<file path="src/inc/cpw_consts.svh">
// Constants for the complementary PWM core: reset values, limits, timing
`ifndef CPW_CONSTS_SVH
`define CPW_CONSTS_SVH

// Control register after reset: stopped, 8-bit, undivided, unlocked, dt 7
`define CPW_CTRL_RST 8'h47
// Pulse width register after reset
`define CPW_PW_RST 8'h00
// Last count of a base period in 8-bit and 7-bit resolution
`define CPW_CNT_MAX8 8'hFF
`define CPW_CNT_MAX7 8'h7F
// First count of a base period
`define CPW_CNT_FIRST 8'h00
// Largest pulse width value that still means zero duty
`define CPW_PW_ZERO_MAX 7'h01
// External clock periods per dead-time count
`define CPW_DT_CLKS_PER_COUNT 4'h2

`endif

</file>
<file path="src/inc/cpw_pkg.sv">
// Types shared by the complementary PWM core and its dead-time stage
package cpw_pkg;

  // Control register layout, bit 7 down to bit 0
  typedef struct packed {
    logic stop;      // Zero holds both outputs low
    logic res8;      // One selects 8-bit, zero 7-bit resolution
    logic div2;      // One halves the PWM clock
    logic lock;      // One freezes every bit but stop
    logic rsvd;      // Reserved, reads as zero
    logic [2:0] dt;  // Dead-time count
  } cpw_ctrl_t;

  // Sampled host bus and inhibit pin
  typedef struct packed {
    logic [7:0] data;
    logic sel;
    logic cs_n;
    logic wr_n;
    logic inh_n;
  } cpw_pins_t;

  // Whole state of the core
  typedef struct packed {
    cpw_pins_t s1;      // First synchroniser stage
    cpw_pins_t s2;      // Second synchroniser stage
    logic wr_n_d;       // Delayed write strobe for edge detection
    cpw_ctrl_t ctrl;    // Control register
    logic [7:0] pw;     // Pulse width register
    logic tick;         // PWM clock enable from the divider
    logic [7:0] cnt;    // Pulse width counter
    logic en;           // Outputs allowed to switch
  } cpw_core_t;

  // Whole state of the dead-time stage
  typedef struct packed {
    logic pri;          // Primary output
    logic comp;         // Complementary output
    logic [3:0] dcnt;   // Remaining dead-time clocks
  } cpw_dead_t;

endpackage

</file>
<file path="src/hw/cpw_core.sv">
// Complementary PWM core: host latches, period counter, enable, duty decode
//
// Summary of operation
// - Reset selects 8-bit resolution
// - Base period 256 or 128 PWM clocks
// - Halving bit doubles PWM clock period
// - Pulse width sets primary high time
// - Dead-time shortens each on-time, period unchanged
// - Stop zero forces both outputs low
// - Stop writable even when locked
// - Inhibit pin low forces both outputs low
// - Resume only at start of enabled period
// - Resolution bit: zero 7-bit, one 8-bit
// - Duty equals value over 128 or 256
// - One means 0%, all ones 100%
// - Width writes always stored, used on re-enable
// - Dead-time two clocks per count, undivided
// - Control layout: dt, rsvd, lock, div, res, stop
// - Lock freezes all bits but stop
// - Reset loads 01000111 and clears width
`timescale 1ns/1ns
`default_nettype none
`include "cpw_consts.svh"

module cpw_core (
  input wire logic clk,
  input wire logic nrst,
  input wire logic [7:0] bus_data,
  input wire logic bus_sel,
  input wire logic bus_cs_n,
  input wire logic bus_wr_n,
  input wire logic hardware_output_inhibit_pin_n,
  output logic primary_output,
  output logic complementary_output
);

  ////////////////////////////////////////////////////////////////////////////
  // Duty decode used only by the datapath to form raw_high
  function automatic logic cpw_duty_high(
    input logic [7:0] pw,
    input logic [7:0] cnt,
    input logic res8
  );
    logic hi;
    hi = 1'b0;
    if (res8)
    begin
      // 8-bit: all ones is full on, 0 and 1 are off
      if (pw == `CPW_CNT_MAX8)
        hi = 1'b1;
      else if (pw[7:1] == 7'h00)
        hi = 1'b0;
      else
        hi = cnt < pw;
    end
    else
    begin
      // 7-bit: top bit set or low seven all ones is full on
      if (pw[7] || pw[6:0] == `CPW_CNT_MAX7)
        hi = 1'b1;
      else if (pw[6:0] <= `CPW_PW_ZERO_MAX)
        hi = 1'b0;
      else
        hi = cnt[6:0] < pw[6:0];
    end
    return hi;
  endfunction

  ////////////////////////////////////////////////////////////////////////////
  // State and combinational helpers
  cpw_pkg::cpw_core_t s_reg;   // Registered state
  cpw_pkg::cpw_core_t s_next;  // Next state
  cpw_pkg::cpw_pins_t pins;    // Raw pin sample
  cpw_pkg::cpw_ctrl_t wr_ctrl; // Byte seen as a control word
  logic wr_evt;                // Completed write strobe
  logic period_start;          // Last PWM clock of the period
  logic [7:0] cnt_max;         // Last count for the current resolution
  logic run_ok;                // Neither stop nor inhibit active
  logic raw_high;              // Undelayed primary level

  assign pins = '{data: bus_data, sel: bus_sel, cs_n: bus_cs_n,
                  wr_n: bus_wr_n, inh_n: hardware_output_inhibit_pin_n};

  ////////////////////////////////////////////////////////////////////////////
  // Next state
  always_comb
  begin
    s_next = s_reg;
    // Two-stage synchroniser; only the second stage is looked at
    s_next.s1 = pins;
    s_next.s2 = s_reg.s1;
    s_next.wr_n_d = s_reg.s2.wr_n;

    // Write completes on the rising strobe while selected
    wr_evt = !s_reg.s2.cs_n && !s_reg.wr_n_d && s_reg.s2.wr_n;
    wr_ctrl = cpw_pkg::cpw_ctrl_t'(s_reg.s2.data);

    // Width register takes every write with sel low, even while disabled
    if (wr_evt && !s_reg.s2.sel)
    begin
      s_next.pw = s_reg.s2.data;
    end

    // Control register; lock leaves only stop writable
    if (wr_evt && s_reg.s2.sel)
    begin
      s_next.ctrl.stop = wr_ctrl.stop;
      if (!s_reg.ctrl.lock)
      begin
        // Lock cannot be cleared by a write, only by reset
        s_next.ctrl.lock = wr_ctrl.lock;
        s_next.ctrl.res8 = wr_ctrl.res8;
        s_next.ctrl.div2 = wr_ctrl.div2;
        s_next.ctrl.dt = wr_ctrl.dt;
        s_next.ctrl.rsvd = 1'b0;
      end
    end

    // Divider: every clock, or every other clock when halved
    s_next.tick = s_reg.ctrl.div2 ? !s_reg.tick : 1'b1;

    // Period end; >= also recovers if resolution drops mid-period
    cnt_max = s_reg.ctrl.res8 ? `CPW_CNT_MAX8 : `CPW_CNT_MAX7;
    period_start = s_reg.tick && (s_reg.cnt >= cnt_max);
    if (s_reg.tick)
    begin
      s_next.cnt = period_start ? `CPW_CNT_FIRST : s_reg.cnt + 8'h01;
    end

    // Disable at once; re-enable only on a period boundary
    run_ok = s_reg.ctrl.stop && s_reg.s2.inh_n;
    if (!run_ok)
    begin
      s_next.en = 1'b0;
    end
    else if (period_start)
    begin
      s_next.en = 1'b1;
    end

    // Decode against next count so outputs line up with the counter
    raw_high = cpw_duty_high(s_next.pw, s_next.cnt, s_next.ctrl.res8);
  end

  ////////////////////////////////////////////////////////////////////////////
  // State register; reset leaves outputs stopped and unlocked
  always_ff @(posedge clk)
  begin
    if (!nrst)
    begin
      s_reg <= '0;
      s_reg.ctrl <= `CPW_CTRL_RST;
      s_reg.pw <= `CPW_PW_RST;
      s_reg.tick <= 1'b1;
      // Synchroniser starts at idle bus levels, so no false strobe edge
      s_reg.s1.cs_n <= 1'b1;
      s_reg.s1.wr_n <= 1'b1;
      s_reg.s2.cs_n <= 1'b1;
      s_reg.s2.wr_n <= 1'b1;
      s_reg.wr_n_d <= 1'b1;
    end
    else
    begin
      s_reg <= s_next;
    end
  end

  ////////////////////////////////////////////////////////////////////////////
  // Dead-time stage; both outputs come from its flip-flops
  cpw_deadtime u_dead (
    .clk(clk),
    .nrst(nrst),
    .raw_high(raw_high),
    .enable(s_next.en),
    .dt(s_reg.ctrl.dt),
    .primary_output(primary_output),
    .complementary_output(complementary_output)
  );

  ////////////////////////////////////////////////////////////////////////////
  // Checks
  reset_value_a: assert property (@(posedge clk) disable iff (!nrst)
    $rose(nrst) |-> (s_reg.ctrl == `CPW_CTRL_RST && s_reg.pw == 8'h00))
    else $error("control or width wrong after reset");

  stop_low_a: assert property (@(posedge clk) disable iff (!nrst)
    !s_reg.ctrl.stop |=> (!primary_output && !complementary_output))
    else $error("outputs active while stopped");

  inhibit_low_a: assert property (@(posedge clk) disable iff (!nrst)
    !s_reg.s2.inh_n |=> (!primary_output && !complementary_output))
    else $error("outputs active while inhibited");

  resume_at_start_a: assert property (@(posedge clk)
    disable iff (!nrst)
    $rose(s_reg.en) |-> (s_reg.cnt == 8'h00 && $past(period_start)))
    else $error("outputs resumed mid-period");

  lock_hold_a: assert property (@(posedge clk) disable iff (!nrst)
    (s_reg.ctrl.lock && wr_evt && s_reg.s2.sel)
    |=> (s_reg.ctrl[6:0] == $past(s_reg.ctrl[6:0])
         && s_reg.ctrl.stop == $past(s_reg.s2.data[7])))
    else $error("locked control bits changed or stop lost");

  width_store_a: assert property (@(posedge clk) disable iff (!nrst)
    (wr_evt && !s_reg.s2.sel) |=> s_reg.pw == $past(s_reg.s2.data))
    else $error("width write not stored");

  period8_a: assert property (@(posedge clk) disable iff (!nrst)
    (s_reg.tick && s_reg.ctrl.res8 && s_reg.cnt == 8'hFF)
    |=> s_reg.cnt == 8'h00)
    else $error("8-bit period did not wrap at 255");

  period7_a: assert property (@(posedge clk) disable iff (!nrst)
    (s_reg.tick && !s_reg.ctrl.res8 && s_reg.cnt == 8'h7F)
    |=> s_reg.cnt == 8'h00)
    else $error("7-bit period did not wrap at 127");

  half_clock_a: assert property (@(posedge clk) disable iff (!nrst)
    (s_reg.ctrl.div2 && $past(s_reg.ctrl.div2) && s_reg.tick)
    |=> (!s_reg.tick ##1 $stable(s_reg.cnt)))
    else $error("halved PWM clock advanced twice in a row");

  end_points_a: assert property (@(posedge clk) disable iff (!nrst)
    (s_next.pw == 8'h01) |-> !raw_high)
    else $error("width of one not decoded as zero duty");

  full_seven_a: assert property (@(posedge clk) disable iff (!nrst)
    (!s_next.ctrl.res8 && s_next.pw[7]) |-> raw_high)
    else $error("7-bit top bit not decoded as full duty");

  inverse_a: assert property (@(posedge clk) disable iff (!nrst)
    (primary_output || complementary_output)
    |-> (primary_output != complementary_output))
    else $error("outputs not complementary");

endmodule
`default_nettype wire

</file>
<file path="src/hw/cpw_deadtime.sv">
// Dead-time insertion stage driving both PWM outputs from flip-flops
`timescale 1ns/1ns
`default_nettype none
`include "cpw_consts.svh"

module cpw_deadtime (
  input wire logic clk,
  input wire logic nrst,
  input wire logic raw_high,
  input wire logic enable,
  input wire logic [2:0] dt,
  output logic primary_output,
  output logic complementary_output
);

  // Current and next state
  cpw_pkg::cpw_dead_t s_reg;
  cpw_pkg::cpw_dead_t s_next;
  // An output that is high is about to drop
  logic turn_off;
  // Dead-time load value for this cycle
  logic [3:0] dead_load;

  ////////////////////////////////////////////////////////////////////////////
  // Next state: a turn-off starts the dead-time, which overlaps the on-time
  always_comb
  begin
    s_next = s_reg;
    turn_off = (s_reg.pri && !raw_high) || (s_reg.comp && raw_high);
    dead_load = 4'h0;
    if (turn_off)
    begin
      // Two clocks per count, independent of the PWM divider
      dead_load = 4'({1'b0, dt} * `CPW_DT_CLKS_PER_COUNT);
    end
    else if (s_reg.dcnt != 4'h0)
    begin
      dead_load = s_reg.dcnt - 4'h1;
    end
    if (!enable)
    begin
      // Disabled: both low, no pending dead-time on re-enable
      s_next.pri = 1'b0;
      s_next.comp = 1'b0;
      s_next.dcnt = 4'h0;
    end
    else
    begin
      // Outside dead-time the two outputs are exact inverses
      s_next.dcnt = dead_load;
      s_next.pri = raw_high && (dead_load == 4'h0);
      s_next.comp = !raw_high && (dead_load == 4'h0);
    end
  end

  ////////////////////////////////////////////////////////////////////////////
  // State register
  always_ff @(posedge clk)
  begin
    if (!nrst)
    begin
      s_reg <= '0;
    end
    else
    begin
      s_reg <= s_next;
    end
  end

  assign primary_output = s_reg.pri;
  assign complementary_output = s_reg.comp;

  ////////////////////////////////////////////////////////////////////////////
  // Checks
  no_overlap_a: assert property (@(posedge clk) disable iff (!nrst)
    !(s_reg.pri && s_reg.comp))
    else $error("both outputs high together");

  // Once no dead-time is pending, the pair must be exact inverses
  inv_steady_a: assert property (@(posedge clk) disable iff (!nrst)
    ($past(enable) && s_reg.dcnt == 4'h0) |-> (s_reg.pri != s_reg.comp))
    else $error("outputs not inverse outside dead-time");

  dead_gap_a: assert property (@(posedge clk) disable iff (!nrst)
    ($fell(s_reg.pri) && enable && dt == 3'h3 && $stable(dt))
    |-> !s_reg.comp [*6])
    else $error("dead-time shorter than six clocks");

endmodule
`default_nettype wire

</file>
<file path="config.mk">
export PLATFORM = sky130hd
export DESIGN_NAME = cpw_core
export DESIGN_NICKNAME = d
export VERILOG_FILES = /design/src/inc/cpw_pkg.sv /design/src/hw/cpw_core.sv /design/src/hw/cpw_deadtime.sv
export VERILOG_INCLUDE_DIRS = /design/src /design/src/inc
export SDC_FILE = /design/constraint.sdc
export NUM_CORES = 1
export LEC_CHECK = 0
export ABC_AREA = 1
export CAP_MARGIN = 10
export CELL_PAD_IN_SITES_DETAIL_PLACEMENT = 1
export CELL_PAD_IN_SITES_GLOBAL_PLACEMENT = 2
export CORE_MARGIN = 2
export CORE_UTILIZATION = 37
export DETAILED_ROUTE_END_ITERATION = 10
export DONT_BUFFER_PORTS = 1
export GPL_ROUTABILITY_DRIVEN = 0
export PLACE_DENSITY_LB_ADDON = 0.1
export SYNTH_ARGS = -nofsm -noshare
export SYNTH_HDL_FRONTEND = slang
export SYNTH_SLANG_ARGS = --single-unit
</file>
<file path="constraint.sdc">
create_clock -name clk -period 3.6 [get_ports clk]
set_input_delay 0.54 -clock clk [delete_from_list [all_inputs] [get_ports clk]]
set_output_delay 0.54 -clock clk [all_outputs]
set_load 0.02 [all_outputs]
</file>
==> results of run 1 <==
-- layout make-up --
cell class                      count  area, sq um
Sequential cell                    56         1120
Clock buffer                        5         68.8
Multi-Input combinational cell    205         1140
Fill cell                         805         3810
Clock inverter                      2         16.3
Inverter                           54          203
Tap cell                           77         96.3
-- logic make-up after synthesis --
logic type                 Yosys count
and+or+nand+nor                    165
buffers and inverters               61
DFF                                 56
AOI/OAI and AO/OA                   28
adders and majority gates            9
xor gates and xnor gates             3
-- metal layers --
metal	global-route usage	vias up	part of all wire
li1	-	998	-
met1	0.201	827	0.52
met2	0.230	27	0.44
met3	0.0286	7	0.031
met4	0.0469	0	0.014
met5	0	-	0
-- stage by stage --
step                setup WS [ns]  total power (W)
floorplan                   0.800         0.000713
detailed placement          0.538         0.000724
CTS                         0.509          0.00108
finish                      0.513          0.00106
global placement            0.564         0.000722
global route                0.174          0.00111
-- worst register-to-register path, delay by kind of cell (launching register included) --
| family | cells | cell delay (ns) |
|---|---|---|
| flip-flops | 1 | 0.40 |
| AO/OA/AOI/OAI | 2 | 0.34 |
| AND/OR/NAND/NOR | 15 | 1.76 |
| adder cells (fa/ha/maj) | 2 | 0.51 |
-- final timing paths --
| kind | from | cells after the start | endpoint | slack [ns] |
|---|---|---|---|---|
| hold / removal | nrst | 1 | s_reg[9] | 0.30 |
| hold reg to reg | s_next[35] | 2 | wr_ctrl[4] | 0.42 |
| setup reg to reg | s_reg[1] | 19 | u_dead.complementary_output | 0.51 |
| setup / recovery | s_reg[1] | 19 | u_dead.complementary_output | 0.51 |
-- power by group through the flow --
stage               combinational [W]  sequential (W)  clock (W)
global placement            0.0000642        0.000658          0
CTS                         0.0000658        0.000644   0.000367
detailed placement          0.0000654        0.000658          0
floorplan                   0.0000564        0.000656          0
finish                      0.0000643        0.000644   0.000352
global route                0.0000745        0.000646   0.000393
-- placed cells by master, fill, tap and decap left out, types with 2 or more instances in the layout --
cell type  Yosys  final
xor2_1         2      2
inv_1         48     48
nand3_4        2      2
nor2_1        30     30
clkbuf_8       0      5
nand3_2        2      2
o21ai_4        2      2
or2_2          7      7
dfxtp_1       56     56
inv_2          6      6
o21ai_2        5      5
nand4_1        4      4
nor3_1         7      7
nand2_4        2      2
nor4_1         3      3
ha_1           9      9
a31oi_1        2      2
nand2_1       75     75
nand2_2        8      8
nand3_1       19     19
a21oi_1       14     14
==> impl_metrics.env, run 1 <==
export IMPL_status="complete, no violations"
export IMPL_synth_top_area_frac=0.448
export IMPL_place_inst=392
export IMPL_place_hpwl_mm=3.78
export IMPL_start_util=0.387
export IMPL_power_frac_seq=0.607
export IMPL_intPower_w=0.000797
export IMPL_synth_area_sq_mm=0.00250
export IMPL_std_cell_rows=29
export IMPL_postPlaceCellArea_sq_mm=0.00256
export IMPL_post_cts_buffers=0
export IMPL_num_antenna_cells=0
export IMPL_yosys_top_cells_count="nand2_1 (75), dfxtp_1 (56), inv_1 (48), nor2_1 (30), nand3_1 (19)"
export IMPL_design_area_sq_mm=0.00265
export IMPL_synthTopCellsByArea="dfxtp_1 (45%), nand2_1 (11%), inv_1 (7.2%)"
export IMPL_core_area_sq_mm=0.00646
export IMPL_arrival_ns=3.34
export IMPL_fin_nets=345
export IMPL_critical_path_max_fanout=13
export IMPL_netlist_cell_type_count=34
export IMPL_clkTransAtPathRegs_ns=0.10
export IMPL_syn_num_nets=345
export IMPL_drt_total_wl_mm=4.92
export IMPL_yosysSeqAreaShare=0.448
export IMPL_drive_gt1_frac=0.146
export IMPL_crit_type="register to register"
export IMPL_dr_pass1_iters=4
export IMPL_portBuffers=0
export IMPL_post_route_util=0.410
export IMPL_ys_flop_type="dfxtp_1"
export IMPL_powerDensity_mw_per_mm2=400
export IMPL_dieArea_sq_mm=0.00743
export IMPL_ant_nets=0
export IMPL_synth_top_area_cell="dfxtp_1"
export IMPL_p_sw_w=0.000264
export IMPL_synth_top_family_by_area="simple AND/OR/NAND/NOR gates"
export IMPL_grtUsageTotal=0.145
export IMPL_die_w_microns=86.2
export IMPL_syn_inst=322
export IMPL_path_cells="ha_1 > nand3_1 > nor2_1 > nand2_1 > nand2_1 > nor2_1 > ha_1 > a21o_1 > a31oi_1 > nor2_1 > nor2_1 > nand3_1 > nand2_4 > nand3_2 > nand3_1 > nand2_1 > nor2_1 > nand2_1 > nor2_1"
export IMPL_cts_tree="built"
export IMPL_hold_viol=0
export IMPL_crit_family="simple AND/OR/NAND/NOR gates"
export IMPL_power_frac_clock=0.332
export IMPL_cts_num_sinks=56
export IMPL_synth_most_common_cell="nand2_1"
export IMPL_final_cells=399
export IMPL_ctsLongestPathBuffers=2
export IMPL_finClkSkew_ns=0.00737
export IMPL_antenna_found_initial=0
export IMPL_maxCapViolCount=0
export IMPL_crit_required_ns=3.86
export IMPL_tns_ns=0
export IMPL_io_pins=16
export IMPL_grt_pass1_vias=1794
export IMPL_yosys_warnings=0
export IMPL_synth_compound_area_frac=0.0780
export IMPL_min_period_ns=3.09
export IMPL_worst_path_largest_cell_delay_ns=0.40
export IMPL_drc=0
export IMPL_drtIter0Drc=45
export IMPL_grt_max_degree=27
export IMPL_leakage_nw=1.34
export IMPL_startpoint_type="register"
export IMPL_syn_area_per_cell_sq_um=7.77
export IMPL_largest_register_ffs=28
export IMPL_clk_latency_ns=0.32
export IMPL_die_height_microns=86.2
export IMPL_cts_buffers=5
export IMPL_hold_buffers=0
export IMPL_cts_resized=0
export IMPL_min_path_type="input pin to register"
export IMPL_crit_buf_inv=0
export IMPL_synthAdderAreaFrac=0.0450
export IMPL_period_share=0.857
export IMPL_max_freq_mhz=324
export IMPL_rsz0062_at_grt="false"
export IMPL_max_slew_worst_pin_slew_ns=0.734
export IMPL_htree_levels=2
export IMPL_grt_overflow=0
export IMPL_max_slew_margin=0.510
export IMPL_slew_viol_final=0
export IMPL_synth_simple_area_share=0.324
export IMPL_synthMuxAreaShare=0
export IMPL_synth_xor_area_share=0.0105
export IMPL_slowest_stage="dfxtp_1"
export IMPL_hold_worst_slack_ns=0.304
export IMPL_cts_root_buffer="clkbuf_8"
export IMPL_grt_pass1_wl_mm=8.43
export IMPL_switching_share=0.249
export IMPL_drt_wirelength_per_cell_microns=12.3
export IMPL_synth_edf_count=0
export IMPL_synthArstFlopShare=0
export IMPL_ys_seq_elements=56
export IMPL_cp_common_cell="nor2_1"
export IMPL_power_frac_comb=0.061
export IMPL_worst_setup_path_end_kind="register"
export IMPL_via_per_inst=4.66
export IMPL_syn2layout_area_growth_pct=5.90
export IMPL_peakVddDrop_v=0.000197
export IMPL_setup_viol=0
export IMPL_vias=1859
Note: power is estimated with default switching activity, not from simulation.
==> run 2: changes to the inputs <==
Settings changed: CELL_PAD_IN_SITES_GLOBAL_PLACEMENT 2 to 1, CORE_UTILIZATION 37 to 46.
==> run 2 against run 1 <==
  * First-iteration DRC count fell by 2.2%
  * Critical path depth did not move
  * Worst hold slack improved by 0.011 ns
  * Final cell count fell by 1.8%
  * Critical endpoint is now u_dead.primary_output
  * Clock power rose by 33%
  * Via count rose by 4.1%
==> impl_metrics.env, run 2 (synthesis results as in run 1) <==
export IMPL_status="complete, no violations"
export IMPL_post_cts_buffers=0
export IMPL_drc=0
export IMPL_tns_ns=0
export IMPL_cts_root_buffer="clkbuf_8"
export IMPL_largest_register_ffs=28
export IMPL_cts_resized=0
export IMPL_slew_viol_final=0
export IMPL_core_area_sq_mm=0.00517
export IMPL_startpoint_type="register"
export IMPL_crit_required_ns=3.84
export IMPL_hold_buffers=0
export IMPL_leakage_nw=1.36
export IMPL_die_w_microns=77.7
export IMPL_timing_rr_end="u_dead.primary_output"
export IMPL_start_util=0.484
export IMPL_min_period_ns=3.13
export IMPL_io_pins=16
export IMPL_drt_wirelength_per_cell_microns=13.0
export IMPL_antenna_found_initial=0
export IMPL_r2r_start="s_reg[1]"
export IMPL_mostFrequentLayoutCells="nand2_1 (75), dfxtp_1 (56), inv_1 (48)"
export IMPL_cts_num_sinks=56
export IMPL_grtUsageTotal=0.187
export IMPL_ctsLongestPathBuffers=2
export IMPL_htree_levels=2
export IMPL_period_share=0.870
export IMPL_cts_buffers=5
export IMPL_fin_nets=345
export IMPL_finClkSkew_ns=0.00327
export IMPL_maxCapViolCount=0
export IMPL_dr_pass1_iters=4
export IMPL_critical_path_max_fanout=13
export IMPL_cp_endpoint="u_dead.primary_output"
export IMPL_arrival_ns=3.37
export IMPL_layout_commonest_cell="nand2_1"
export IMPL_cts_tree="built"
export IMPL_dieArea_sq_mm=0.00604
export IMPL_grt_pass1_vias=1986
export IMPL_die_height_microns=77.7
export IMPL_post_route_util=0.519
export IMPL_std_cell_rows=26
export IMPL_drtIter0Drc=44
export IMPL_grt_pass1_wl_mm=8.92
export IMPL_hold_viol=0
export IMPL_r2r_cells=19
export IMPL_grt_overflow=0
export IMPL_min_path_type="input pin to register"
export IMPL_max_slew_margin=0.483
export IMPL_portBuffers=0
export IMPL_max_slew_worst_pin_slew_ns=0.775
export IMPL_crit_start="s_reg[1]"
export IMPL_max_freq_mhz=319
export IMPL_vias=1935
export IMPL_clk_latency_ns=0.30
export IMPL_clkTransAtPathRegs_ns=0.09
export IMPL_drive_gt1_frac=0.146
export IMPL_grt_max_degree=27
export IMPL_num_antenna_cells=0
export IMPL_crit_type="register to register"
export IMPL_drt_total_wl_mm=5.10
export IMPL_syn2layout_area_growth_pct=7.30
export IMPL_place_hpwl_mm=3.88
export IMPL_via_per_inst=4.94
export IMPL_worst_setup_path_end_kind="register"
export IMPL_hold_start="nrst"
export IMPL_ant_nets=0
export IMPL_peakVddDrop_v=0.000278
export IMPL_powerDensity_mw_per_mm2=440
export IMPL_rsz0062_at_grt="false"
export IMPL_setup_viol=0
export IMPL_r2r_slack_ns=0.47
==> run 2: changes by cell type in the layout (fill, tap and decap cells not counted) <==
cell,previous run,this run
clkinvlp_4,1,0
bufinv_16,0,2
inv_6,1,0
==> run 2: power by group <==
part / switching (W) / leakage, nW / internal (W)
logic: 0.0000424 / 0.843 / 0.0000250
clock network: 0.000196 / 0.0642 / 0.000274
registers: 0.00000809 / 0.457 / 0.000635
total: 0.000246 / 1.36 / 0.000934
==> run 2: area by class of cell <==
type	instances	area, sq um
Fill cell	641	2490
Multi-Input combinational cell	205	1140
Sequential cell	56	1120
Inverter	54	203
Tap cell	70	87.6
Clock buffer	5	68.8
Clock inverter	2	60.1
==> run 2: metal layers <==
metal | up-vias | share of wire | track usage
li1 | 999 | - | -
met1 | 909 | 0.45 | 0.226
met4 | 0 | 0.012 | 0.0643
met2 | 21 | 0.51 | 0.335
met3 | 6 | 0.023 | 0.0279
met5 | - | 0 | 0
==> run 2: metrics by stage <==
stage	cell area (sq um)	instances	hold WS (ns)	setup slack, ns	power, W
CTS	2680	392	0.306	0.412	0.00120
floorplan	2500	322	0.382	0.800	0.000713
detailed placement	2550	385	0.401	0.476	0.000725
finish	2680	392	0.315	0.468	0.00118
global placement	2550	385	0.393	0.670	0.000722
global route	2680	392	0.302	0.0756	0.00123
==> run 2: worst min-delay path by stage <==
stage | endpoint | slack [ns] | depth (start not counted)
final | s_reg[9] | 0.32 | 1
after global routing | s_reg[9] | 0.30 | 1
after CTS | s_reg[9] | 0.31 | 1
after detailed placement | s_reg[30] | 0.40 | 2
after global placement | s_reg[29] | 0.39 | 1
after floorplan | s_reg[9] | 0.38 | 1
==> run 2: critical path, cell delays in order (launching register included) <==
cell and delay (ns):
dfxtp_1 0.38, ha_1 0.18, nand3_1 0.09, nor2_1 0.18, nand2_1 0.12, nand2_1 0.33, nor2_1 0.10, ha_1 0.32
a21o_1 0.20, a31oi_1 0.16, nor2_1 0.06, nor2_1 0.09, nand3_1 0.13, nand2_4 0.13, nand3_2 0.10, nand3_1 0.13
nand2_1 0.07, nor2_1 0.10, nand2_1 0.08, nor2_1 0.12
